`config.mk`:
```
export PLATFORM = sky130hd
export DESIGN_NAME = rail_setpoint_slew_control
export DESIGN_NICKNAME = d
export VERILOG_FILES = /design/src/common/rail_slew_pkg.sv /design/src/hdl/ramp_stepper.sv /design/src/hdl/blank_timer.sv /design/src/hdl/rail_setpoint_slew_control.sv
export SDC_FILE = /design/constraint.sdc
export NUM_CORES = 1
export LEC_CHECK = 0
export ABC_AREA = 0
export ABC_CLOCK_PERIOD_IN_PS = 22500
export BUFFER_PORTS_ARGS = -buffer_cell sky130_fd_sc_hd__buf_2
export CORE_UTILIZATION = 45
export DETAILED_ROUTE_END_ITERATION = 7
export PLACE_DENSITY = 0.72
export SLEW_MARGIN = 20
export SYNTH_ARGS = -nofsm -noshare
export SYNTH_HDL_FRONTEND = slang
export SYNTH_HIERARCHICAL = 1
export SYNTH_SLANG_ARGS = --single-unit
```
`constraint.sdc`:
```
create_clock -name clk -period 22.5 [get_ports clk]
set_clock_uncertainty 0.05 [all_clocks]
set_input_delay 1.125 -clock clk [delete_from_list [all_inputs] [get_ports clk]]
set_output_delay 1.125 -clock clk [all_outputs]
set_load 0.05 [all_outputs]
```
`src/common/rail_slew_pkg.sv`:
```
// Purpose: shared constants and carriers for the rail setpoint and ramp control block
// Assumes: 100 MHz clock, 8-bit register access by subaddress
// Notes: times in ns, dwell times in 100 ps units, cycle counts derived from the clock period
package rail_slew_pkg;
    localparam int CLK_PERIOD_NS = 10;
    localparam logic [7:0] ADDR_RAMP_CONTROL = 8'h1a;
    localparam logic [7:0] ADDR_LINEAR_RAIL = 8'h1b;
    localparam logic [7:0] RAMP_CONTROL_RESET = 8'h06;
    localparam logic [7:0] LINEAR_RAIL_RESET = 8'h1f;
    localparam int BIT_TRIGGER = 7;
    localparam int BIT_TRIGGER_BYPASS = 6;
    localparam int RATE_MSB = 2;
    localparam int LIN_MSB = 5;
    localparam logic [2:0] RATE_IMMEDIATE = 3'h7;
    // dwell per step in units of 100 ps so 2.5 us is exact
    localparam int DWELL_160_PS100 = 1600000;
    localparam int DWELL_80_PS100 = 800000;
    localparam int DWELL_40_PS100 = 400000;
    localparam int DWELL_20_PS100 = 200000;
    localparam int DWELL_10_PS100 = 100000;
    localparam int DWELL_5_PS100 = 50000;
    localparam int DWELL_2P5_PS100 = 25000;
    localparam int CLK_PERIOD_PS100 = CLK_PERIOD_NS * 10;
    localparam int BLANK_TIME_NS = 5000000;
    localparam int BLANK_CYCLES = BLANK_TIME_NS / CLK_PERIOD_NS;
    localparam int DWELL_W = 15;
    localparam int BLANK_W = 20;
    // linear rail: 25 mV steps to code 1ah then 50 mV steps; mV units
    localparam int LIN_BASE_MV = 900;
    localparam int LIN_STEP_FINE_MV = 25;
    localparam int LIN_STEP_COARSE_MV = 50;
    localparam logic [5:0] LIN_KNEE_CODE = 6'h1a;

    typedef struct packed {
        logic we;
        logic re;
        logic [7:0] addr;
        logic [7:0] wdata;
    } reg_req_s;

    typedef struct packed {
        logic [5:0] core_one;
        logic [5:0] core_two;
    } core_codes_s;
endpackage

```
`src/hdl/ramp_stepper.sv`:
```
// Purpose: steps one core buck setpoint code toward a target, one code per dwell
// Assumes: dwell_cycles stable during a ramp, zero means immediate
// Notes: busy drops on the cycle the output equals the target
`timescale 1ns/100ps
module ramp_stepper
    import rail_slew_pkg::*;
(
    input wire logic clk,
    input wire logic reset_n,
    input wire logic load,
    input wire logic [5:0] load_target,
    input wire logic [5:0] reset_code,
    input wire logic [DWELL_W-1:0] dwell_cycles,
    output logic [5:0] code_out,
    output logic busy
);
    logic [5:0] target_r, target_nxt, code_r, code_nxt;
    logic [DWELL_W-1:0] cnt_r, cnt_nxt;
    logic init_r, init_nxt;

    always_comb
    begin
        target_nxt = target_r;
        code_nxt = code_r;
        cnt_nxt = cnt_r;
        init_nxt = 1'b1;
        if (!init_r)
        begin
            // straps taken after reset release, not under the asynchronous reset
            target_nxt = reset_code;
            code_nxt = reset_code;
        end
        else if (load)
        begin
            target_nxt = load_target;
            cnt_nxt = '0;
        end
        else if (code_r != target_r)
        begin
            if (dwell_cycles == '0)
                code_nxt = target_r;
            else if (cnt_r >= dwell_cycles - DWELL_W'(1))
            begin
                cnt_nxt = '0;
                code_nxt = (target_r > code_r) ? code_r + 6'h01 : code_r - 6'h01;
            end
            else
                cnt_nxt = cnt_r + DWELL_W'(1);
        end
    end

    always_ff @(posedge clk or negedge reset_n)
    begin
        if (!reset_n)
        begin
            target_r <= 6'h00;
            code_r <= 6'h00;
            cnt_r <= '0;
            init_r <= 1'b0;
        end
        else
        begin
            target_r <= target_nxt;
            code_r <= code_nxt;
            cnt_r <= cnt_nxt;
            init_r <= init_nxt;
        end
    end

    assign code_out = code_r;
    assign busy = init_r && (code_r != target_r);
endmodule

```
`src/hdl/blank_timer.sv`:
```
// Purpose: holds supervision blanking for a fixed window after a trigger
// Assumes: start is a one-cycle pulse on clk
// Notes: a new start restarts the full window
`timescale 1ns/100ps
module blank_timer
    import rail_slew_pkg::*;
#(
    parameter int unsigned BLANK_LEN = BLANK_CYCLES
)
(
    input wire logic clk,
    input wire logic reset_n,
    input wire logic start,
    output logic blank
);
    logic [BLANK_W-1:0] cnt_r, cnt_nxt;

    always_comb
    begin
        if (start)
            cnt_nxt = BLANK_W'(BLANK_LEN);
        else if (cnt_r != '0)
            cnt_nxt = cnt_r - BLANK_W'(1);
        else
            cnt_nxt = cnt_r;
    end

    always_ff @(posedge clk or negedge reset_n)
    begin
        if (!reset_n)
            cnt_r <= '0;
        else
            cnt_r <= cnt_nxt;
    end

    assign blank = (cnt_r != '0);
endmodule

```
`src/hdl/rail_setpoint_slew_control.sv`:
```
// Purpose: ramp-control and linear-rail setpoint registers with core buck ramp engine
// Assumes: register strobes come from the management bus decoder on clk; unlock from password logic
// Notes: stored core setpoints come from the rails' own registers via core_store and store strobes
`timescale 1ns/100ps

//////////////////////////////////////////////////////////////////////////////
// Overview of operation
// - ramp-control register sits at subaddress 0x1A, resets to 0x06
// - programmed ramp rate affects only the two core buck rails
// - writing 1 to bit 7 ramps both core rails to stored setpoints
// - trigger bit clears itself when the started transition completes
// - bypass bit 6 set: every core setpoint update ramps at once
// - rate codes 0,1,2 give 160, 80, 40 us per step
// - codes 3 to 6 give 20, 10, 5, 2.5 us; 6 is reset
// - rate code 7 applies the new setpoint immediately
// - ramp moves one setpoint code per dwell interval
// - linear-rail register at 0x1B, reset 0x1F, writes need unlock
// - each unlocked linear-rail write blanks over/undervoltage monitoring for 5 ms
// - linear code maps 0.900 V in 25 mV steps, then 50 mV
module rail_setpoint_slew_control
    import rail_slew_pkg::*;
#(
    parameter int unsigned BLANK_LEN = BLANK_CYCLES
)
(
    input wire logic clk,
    input wire logic reset_n,
    input rail_slew_pkg::reg_req_s req,
    input wire logic write_unlocked,
    input rail_slew_pkg::core_codes_s core_store,
    input rail_slew_pkg::core_codes_s core_reset,
    input wire logic core_store_update,
    output logic [7:0] rdata,
    output logic rdata_valid,
    output rail_slew_pkg::core_codes_s core_active,
    output logic [5:0] linear_rail_code,
    output logic [11:0] linear_rail_mv,
    output logic supervision_blank,
    output logic ramp_busy
);
    import rail_slew_pkg::*;

    //////////////////////////////////////////////////////////////////////////////
    // helpers

    function automatic logic [DWELL_W-1:0] dwell_of(input logic [2:0] code);
        int ps;
        ps = 0;
        case (code)
            3'h0: ps = DWELL_160_PS100;
            3'h1: ps = DWELL_80_PS100;
            3'h2: ps = DWELL_40_PS100;
            3'h3: ps = DWELL_20_PS100;
            3'h4: ps = DWELL_10_PS100;
            3'h5: ps = DWELL_5_PS100;
            3'h6: ps = DWELL_2P5_PS100;
            default: ps = 0;
        endcase
        return DWELL_W'(ps / CLK_PERIOD_PS100);
    endfunction

    function automatic logic [11:0] lin_mv(input logic [5:0] code);
        int mv;
        mv = 0;
        if (code <= LIN_KNEE_CODE)
            mv = LIN_BASE_MV + LIN_STEP_FINE_MV * int'(code);
        else
            mv = LIN_BASE_MV + LIN_STEP_FINE_MV * int'(LIN_KNEE_CODE)
                + LIN_STEP_COARSE_MV * (int'(code) - int'(LIN_KNEE_CODE));
        return 12'(mv);
    endfunction

    //////////////////////////////////////////////////////////////////////////////
    // registers

    logic trigger_r, trigger_nxt;
    logic trigger_bypass_r, trigger_bypass_nxt;
    logic [2:0] rate_r, rate_nxt;
    logic [5:0] lin_r, lin_nxt;
    logic [7:0] rdata_r, rdata_nxt;
    logic rvalid_r, rvalid_nxt;
    logic launch_r, launch_nxt;
    logic wr_ramp, wr_lin, launch;
    logic [1:0] busy_v;
    logic [DWELL_W-1:0] dwell;
    logic [7:0] ramp_view;
    logic [5:0] code_one, code_two;

    assign wr_ramp = req.we && (req.addr == ADDR_RAMP_CONTROL);
    assign wr_lin = req.we && (req.addr == ADDR_LINEAR_RAIL) && write_unlocked;
    assign ramp_view = {trigger_r, trigger_bypass_r, 3'b000, rate_r};

    // the trigger or a bypassed store hands new targets to the steppers
    assign launch = (wr_ramp && req.wdata[BIT_TRIGGER])
        || (trigger_bypass_r && core_store_update);

    always_comb
    begin
        trigger_nxt = trigger_r;
        trigger_bypass_nxt = trigger_bypass_r;
        rate_nxt = rate_r;
        lin_nxt = lin_r;
        launch_nxt = launch;
        // launch_r masks the first cycle after a launch; a trigger write sets it again below
        if (trigger_r && !launch_r && busy_v == 2'b00)
            trigger_nxt = 1'b0;
        if (wr_ramp)
        begin
            trigger_bypass_nxt = req.wdata[BIT_TRIGGER_BYPASS];
            rate_nxt = req.wdata[RATE_MSB:0];
            if (req.wdata[BIT_TRIGGER])
                trigger_nxt = 1'b1;
        end
        if (wr_lin)
            lin_nxt = req.wdata[LIN_MSB:0];
        rvalid_nxt = req.re;
        rdata_nxt = 8'h00;
        if (req.re)
        begin
            if (req.addr == ADDR_RAMP_CONTROL)
                rdata_nxt = ramp_view;
            else if (req.addr == ADDR_LINEAR_RAIL)
                rdata_nxt = {2'b00, lin_r};
            else
                rdata_nxt = 8'h00;
        end
    end

    always_ff @(posedge clk or negedge reset_n)
    begin
        if (!reset_n)
        begin
            trigger_r <= RAMP_CONTROL_RESET[BIT_TRIGGER];
            trigger_bypass_r <= RAMP_CONTROL_RESET[BIT_TRIGGER_BYPASS];
            rate_r <= RAMP_CONTROL_RESET[RATE_MSB:0];
            lin_r <= LINEAR_RAIL_RESET[LIN_MSB:0];
            rdata_r <= 8'h00;
            rvalid_r <= 1'b0;
            launch_r <= 1'b0;
        end
        else
        begin
            trigger_r <= trigger_nxt;
            trigger_bypass_r <= trigger_bypass_nxt;
            rate_r <= rate_nxt;
            lin_r <= lin_nxt;
            rdata_r <= rdata_nxt;
            rvalid_r <= rvalid_nxt;
            launch_r <= launch_nxt;
        end
    end

    //////////////////////////////////////////////////////////////////////////////
    // ramp engines, core buck rails only

    assign dwell = dwell_of(rate_r);

    ramp_stepper u_step_one (
        .clk(clk),
        .reset_n(reset_n),
        .load(launch),
        .load_target(core_store.core_one),
        .reset_code(core_reset.core_one),
        .dwell_cycles(dwell),
        .code_out(code_one),
        .busy(busy_v[0])
    );

    ramp_stepper u_step_two (
        .clk(clk),
        .reset_n(reset_n),
        .load(launch),
        .load_target(core_store.core_two),
        .reset_code(core_reset.core_two),
        .dwell_cycles(dwell),
        .code_out(code_two),
        .busy(busy_v[1])
    );

    blank_timer #(
        .BLANK_LEN(BLANK_LEN)
    ) u_blank (
        .clk(clk),
        .reset_n(reset_n),
        .start(wr_lin),
        .blank(supervision_blank)
    );

    // linear rail follows its code directly; rate setting never touches it
    assign core_active = '{core_one: code_one, core_two: code_two};
    assign linear_rail_code = lin_r;
    assign linear_rail_mv = lin_mv(lin_r);
    assign rdata = rdata_r;
    assign rdata_valid = rvalid_r;
    assign ramp_busy = |busy_v;

    //////////////////////////////////////////////////////////////////////////////
    // checks

    property p_trig_set;
        @(posedge clk) disable iff (!reset_n)
        (wr_ramp && req.wdata[BIT_TRIGGER]) |=> trigger_r;
    endproperty
    a_trig_set: assert property (p_trig_set) else $error("trigger write did not set bit");

    property p_trig_clear;
        @(posedge clk) disable iff (!reset_n)
        (trigger_r && !launch_r && !ramp_busy && !launch) |=> !trigger_r;
    endproperty
    a_trig_clear: assert property (p_trig_clear) else $error("trigger not cleared at completion");

    property p_bypass;
        @(posedge clk) disable iff (!reset_n)
        (trigger_bypass_r && core_store_update) |=> (ramp_busy || core_active == $past(core_store));
    endproperty
    a_bypass: assert property (p_bypass) else $error("bypassed update did not launch");

    property p_hold;
        @(posedge clk) disable iff (!reset_n)
        (!launch && !ramp_busy && $past(reset_n)) |=> $stable(core_active);
    endproperty
    a_hold: assert property (p_hold) else $error("core target moved without launch");

    property p_immediate;
        @(posedge clk) disable iff (!reset_n)
        (launch && rate_r == RATE_IMMEDIATE && !wr_ramp) |=> ##1 (core_active == $past(core_store, 2));
    endproperty
    a_immediate: assert property (p_immediate) else $error("immediate rate did not settle");

    property p_one_step;
        @(posedge clk) disable iff (!reset_n)
        $past(reset_n) |=> (core_active.core_one - $past(core_active.core_one) inside {6'h00, 6'h01, 6'h3f})
            || (rate_r == RATE_IMMEDIATE) || ($past(rate_r) == RATE_IMMEDIATE);
    endproperty
    a_one_step: assert property (p_one_step) else $error("ramp moved more than one code");

    property p_blank;
        @(posedge clk) disable iff (!reset_n)
        wr_lin |=> supervision_blank [*8];
    endproperty
    a_blank: assert property (p_blank) else $error("no blanking after linear write");

    property p_locked;
        @(posedge clk) disable iff (!reset_n)
        (req.we && req.addr == ADDR_LINEAR_RAIL && !write_unlocked) |=> $stable(lin_r);
    endproperty
    a_locked: assert property (p_locked) else $error("locked linear write changed value");

    property p_reserved;
        @(posedge clk) disable iff (!reset_n)
        rdata_valid |-> (rdata[5:3] == 3'b000 || $past(req.addr) != ADDR_RAMP_CONTROL);
    endproperty
    a_reserved: assert property (p_reserved) else $error("reserved bits read nonzero");
endmodule

```
======== Word level (Yosys, flattened, before mapping) ========
Cells that the tools add are included.
operators by class
  mux-type cells .......................... 34
  $mul .................................... 2
  reductions and logical operators ........ 23
  add/subtract/negate cells ............... 11
  div/mod/pow operators ................... 1
  equality and inequality tests ........... 17
  order comparisons ....................... 5
operators with widths
  kind                    count
  $pmux 21 s7             1
  $mux 15                 8
  $mux 6                  17
  $mux 20                 2
  $div 32x8->32 const B   1
  $add 15x1->15 const B   2
  $ge 15x15->1            2
  $reduce_bool 20->1      1
  $sub 20x1->20 const B   1
  $eq 8x5->1 const B      2
  $mux 8                  2
  $logic_not 15->1        1
  $sub 15x1->15 const B   1
  $add 10x11->12 const A  1
  $add 12x12->12 const A  1
  $add 6x1->6 const B     2
  $gt 6x6->1              2
  $mux 12                 1
  $ne 6x6->1              2
  $reduce_and 3->1        4
  $sub 6x1->6 const B     2
  $mul 5x6->11 const A    1
  $mul 6x7->11 const A    1
  $ne 2x2->1 const B      5
  14 further kinds        30
storage, ports and cells
  register bits ........................... 96
  word-level logic and storage cells ...... 108
  output and inout bits ................... 41

======== Logic depth before layout (Yosys ltp) ========
  word-level depth ........................ 10
  gate-level depth with buffers ........... 67
  gate-level depth less buffers ........... 61

======== By module ========
The synthesis kept the hierarchy.
modules (own cells, without submodules)
  module                      area an instance (um^2)  cells an instance  times used  sequential area each (um^2)
  rail_setpoint_slew_control  7400.8                   1015               1           534.3
  ramp_stepper                2394.8                   271                2           700.7
  blank_timer                 1252.5                   134                1           500.5

======== Least setup slack after synthesis ========
No wires, ideal clock.
  kind .................................... flip-flop to flip-flop
  from .................................... reg rate_r[2]
  to ...................................... reg u_step_one.cnt_r[11]
  clock period less this slack ............ 14.477 ns
  stages on the path, launching flop included .. 61
  required time ........................... 22.358 ns
  slack ................................... 8.023 ns
  library setup time ...................... 0.092 ns
  arrival ................................. 14.336 ns
  cell sequence ........................... dfstp_2 > buf_2 > inv_1 > clkbuf_1 > ha_1 > clkbuf_1 > or2_1 > a21oi_1 > and3_1 > inv_2 > a211oi_1 > nor2_1 > a211oi_1 > o221ai_2 > o2bb2ai_2 > xor2_2 > a2111oi_4 > a21oi_1 > [25 not listed] > o41a_1 > o211a_1 > nor4_1 > o211ai_1 > inv_1 > ha_1 > or4b_4 > nor4_4 > nand2_1 > xor2_1 > ha_1 > and2_1 > a221o_1 > a2111oi_2 > o21ai_1 > or2_4 > buf_6 > o31ai_2
between the ends
  cells in the longest elaborated chain, start to end .. 9
  elaborated cells between the ends (all ways) .. 18
  classes of those cells .................. 1 x add/sub; 1 x div; 1 x order compare; 7 x eq/ne; 5 x mux; 3 x reduce/logical
RTL lines
  element                             RTL line                           source
  start: declaration                  rail_setpoint_slew_control.sv:78   logic [2:0] rate_r, rate_nxt;
  start signal: assignment            rail_setpoint_slew_control.sv:135  rate_r <= RAMP_CONTROL_RESET[RATE_MSB:0];
  start signal: assignment            rail_setpoint_slew_control.sv:145  rate_r <= rate_nxt;
  $eq 3x3->1 (tied with other cells)  rail_setpoint_slew_control.sv:49   case (code)
  $pmux 21 s7 *                       rail_setpoint_slew_control.sv:49
  $div 32x8->32 *                     rail_setpoint_slew_control.sv:59   return DWELL_W'(ps / CLK_PERIOD_PS100);
  via dwell[12]                       rail_setpoint_slew_control.sv:85   logic [DWELL_W-1:0] dwell;
  $sub 15x1->15                       ramp_stepper.sv:42                 else if (cnt_r >= dwell_cycles - DWELL_W'(1))
  $ge 15x15->1                        ramp_stepper.sv:42
  $mux 15                             ramp_stepper.sv:42
  $mux 15                             ramp_stepper.sv:40                 if (dwell_cycles == '0)
  $mux 15                             ramp_stepper.sv:38                 else if (code_r != target_r)
  $mux 15                             ramp_stepper.sv:33                 else if (load)
  end signal: assignment              ramp_stepper.sv:65                 cnt_r <= cnt_nxt;
  end: declaration                    ramp_stepper.sv:18                 logic [DWELL_W-1:0] cnt_r, cnt_nxt;
Mark *: on every way through the listed nets, which the timed path passes. The rest lies on a longest branch. The select of a mux whose other input is x is not followed.
A chain may end at the register's enable or synchronous reset.

======== Worst setup path after layout ========
  from .................................... reg rate_r[2]
  to ...................................... reg u_step_one.cnt_r[4]
Same word-level chain as after synthesis.

==> metrics.md <==
| Metric | Value |
|---|---|
| Post-route cell area | `14400 µm²` |
| Slew @ Worst Pin | `0.990 ns` |
| Mapped Cells | `~1700` |
| Synth cell count leaders | `nor2_1, nand2_1, ha_1` |
| Fraction of the cycle the final worst path needs | `78.3%` |
| H-tree depth | `3` |
| Synth unique cells | `125` |
| Worst path max stage delay | `1.03 ns` |
| Fin nets | `around 1900` |
| Root Buffer | `clkbuf_16` |
| Count leader, synth | `nor2_1` |
| IO Pins | `87` |
| Area of placed instances | `14100 µm²` |
| TritonRoute pass-1 iters | `5` |
| Seq/Total Area, Yosys | `18.1%` |
| GPL Wtd Cong | `between 0.9 and 1` |
| PortBufs | `86` |
| Vias in the first global route | `12400` |
| Post-CTS Hold Fix Bufs | `0` |
| Avg WL per Cell | `17.4 µm` |
| Core Footprint | `29000 µm²` |
| Crit path required time | `22.70 ns` |
| Worst Hold Class | `reg -> reg` |
| Setup-failing EPs final | `0` |
| Largest net degree at the start of global routing | `76` |
| Met3 wire len | `between 1.5 and 2 mm` |
| R2r endpoint | `u_step_one/cnt_r[4]` |
| Relative slew slack | `33.7%` |
| Clock sink count | `just under 100` |
| Final hold vios | `0` |
| Max Cap Viol | `0` |
| Total power | `0.00180 W` |
| Clock transition at the registers of the reported paths | `roughly 0.080 ns` |
| Register-to-register setup slack | `between 4 and 5 ns` |
| GR Overflow Total | `0` |
| Clock buffer depth | `2` |
| Beginning of the worst hold path | `launch_r` |
| Outcome | `completed` |
| Initial antenna violation count | `0` |
| Clock latency on the worst-skew pair | `~0.35 ns` |
| Post-Route M1 WL | `17.0 mm` |
| Synth async-reset ratio | `100%` |
| WHS Endpoint | `trigger_r` |
| Die footprint | `30600 µm²` |
| CTS buffer count | `9` |
| Fraction of layout cells with a size suffix above 1 | `around an eighth` |
| Die height | `around 170 µm` |
| Critical R2R Launch | `rate_r[2]` |
| RSZ-0062 raised after global routing | `no` |
| Total Wirelength | `36.9 mm` |
| Peak supply drop | `slightly above 90 µV` |
| EDFF count, synth | `0` |
| Post-cts sizing count | `0` |
| GRT Total Usage | `23.7%` |
| Leakage Power | `6.19 nW` |
| Fin. max-slew vios | `0` |
| Setup TNS | `0 ns` |
| Dpl hpwl | `28.5 mm` |
| Achievable Freq | `56.8 MHz` |
| Vias per Instance | `6.19` |
| TritonCTS clock tree | `built` |
| ANT cells | `0` |
| Synthesized area | `13400 µm²` |
| Leading area contributor after synthesis | `dfrtp_1` |
| Crit path launch type | `flop` |
| Synth Flop Type | `dfrtp_1` |
| Initial Util | `46.3%` |
| Yosys top cell area share | `16.8%` |
| Endpoint class of the critical path | `flop` |
| Mapped Nets | `between 1500 and 2000` |
| Power Density | `125 nW/µm²` |
| Drt drc | `0` |
| Met2 wire length | `17.5 mm` |
| Max Used Layer | `met4` |
| Area Growth Syn to Fin | `7.11%` |
| Arrival @ worst endpoint | `17.82 ns` |
| Number of synthesized register bits | `97` |
| Drt first-iter violations | `~1000` |
| First-pass GRT wire length | `61.0 mm` |
| Cell count after placement | `~2100` |
| ANT nets after route | `0` |
| Slowest-stage cell, CP | `dfstp_2` |
| Largest cells by area after synthesis | `dfrtp_1, ha_1, nor2_1, xnor2_1, nand2_1` |
| Final min period | `17.62 ns` |
| R2r worst-path depth | `50` |
| # rows | `62` |
| CP Max Fanout | `45` |
| Setup Fix Bufs, Post-CTS | `0` |
| DR vias | `13100` |
| Kind of critical path | `reg -> reg` |
| Die W | `175 µm` |
| Hold path depth | `2` |
| Non-filler cells, final | `about 2100` |
| Synthesis Warnings | `6` |
| Syn Area/Cell | `7.95 µm²` |
[worst max path at each step]
stage              start                    to  slack [ns]  cells after the start
3_5_place_dp   rate_r[2]   u_step_one/cnt_r[4]        5.22                     50
2_1_floorplan  rate_r[2]  u_step_one/cnt_r[11]        8.02                     60
4_1_cts        rate_r[2]   u_step_one/cnt_r[4]        5.15                     50
6_report       rate_r[2]   u_step_one/cnt_r[4]        4.88                     50
3_3_place_gp   rate_r[2]   u_step_one/cnt_r[8]        5.78                     55
5_1_grt        rate_r[2]   u_step_one/cnt_r[4]        3.66                     53
[worst max-delay path: cells and delay by family (launching register included)]
family                   cells  cell delay [ns]
buffers and inverters        5             1.81
adder cells (fa/ha/maj)      4             1.34
AO/OA/AOI/OAI               19             5.87
flip-flops                   1             1.03
multiplexers                 1             0.23
XOR/XNOR                     4             1.19
AND/OR/NAND/NOR             17             6.00
[layout by cell type (no fill, tap or decap), drive strengths merged, types with 20 or more instances in the layout]
master and instances:
a211oi 32, a21o 26, a21oi 105, a31oi 23
and2 22, and3 26, buf 93, dfrtp 90
ha 120, inv 91, mux2 20, mux2i 40
nand2 148, nand2b 22, nand3 66, nand4 22
nor2 156, nor2b 36, nor3 54, nor4 28
o21ai 122, o31ai 28, or3 25, xnor2 67
xor2 34
[per-layer routing]
layer	global-route usage, %	vias to the layer above
li1	-	6355
met3	2.76	50
met4	6.85	0
met2	40.1	413
met5	0	-
met1	31.5	6326
[stage by stage]
| stage | util [%] | hold WS (ns) | setup slack, ns |
|---|---|---|---|
| 6_report | 49.6 | 0.450 | 4.88 |
| 5_1_grt | 49.6 | 0.477 | 3.66 |
| 2_1_floorplan | - | 0.407 | 8.02 |
| 4_1_cts | 49.6 | 0.456 | 5.15 |
| 3_3_place_gp | 48.6 | 0.414 | 5.78 |
| 3_5_place_dp | 48.6 | 0.438 | 5.22 |
[cell families after synthesis]
group	after synthesis	synth area share [%]
mux	60	4.65
compound gates	490	26.3
simple gates	659	26.2
other cells	2	0.0559
fa+ha+maj	130	12.7
xor+xnor	103	7.19
flops	97	18.1
buf+inv	150	4.72
[final cells by class]
cell class                 count  area, µm²
fill                        2810      14600
multi-input combinational   1444      10400
timing repair buffer          93        485
inverter                      90        338
tap                          384        480
clock buffer                  10        229
sequential                    97       2440
clock inverter                 6       57.6
[state kept, by name, indices dropped and copies added (netlist names)]
name	cells
trigger_bypass_r	1
rate_r	3
u_step_two/target_r	6
u_step_one/init_r	1
u_step_one/target_r	6
u_step_one/code_out	6
rdata_valid	1
linear_rail_code	6
launch_r	1
u_step_two/cnt_r	15
u_blank/cnt_r	20
u_step_one/cnt_r	15
u_step_two/init_r	1
rdata	8
trigger_r	1
u_step_two/code_out	6
[power by group]
part	total, W	leakage [nW]	internal (W)	switching [W]
Clock	0.000153	0.141	0.0000778	0.0000754
Sequential	0.000239	1.19	0.000199	0.0000399
Combinational	0.00141	4.85	0.000503	0.000907
Total	0.00180	6.19	0.000780	0.00102
No activity file was read; power rests on OpenSTA's default activity.
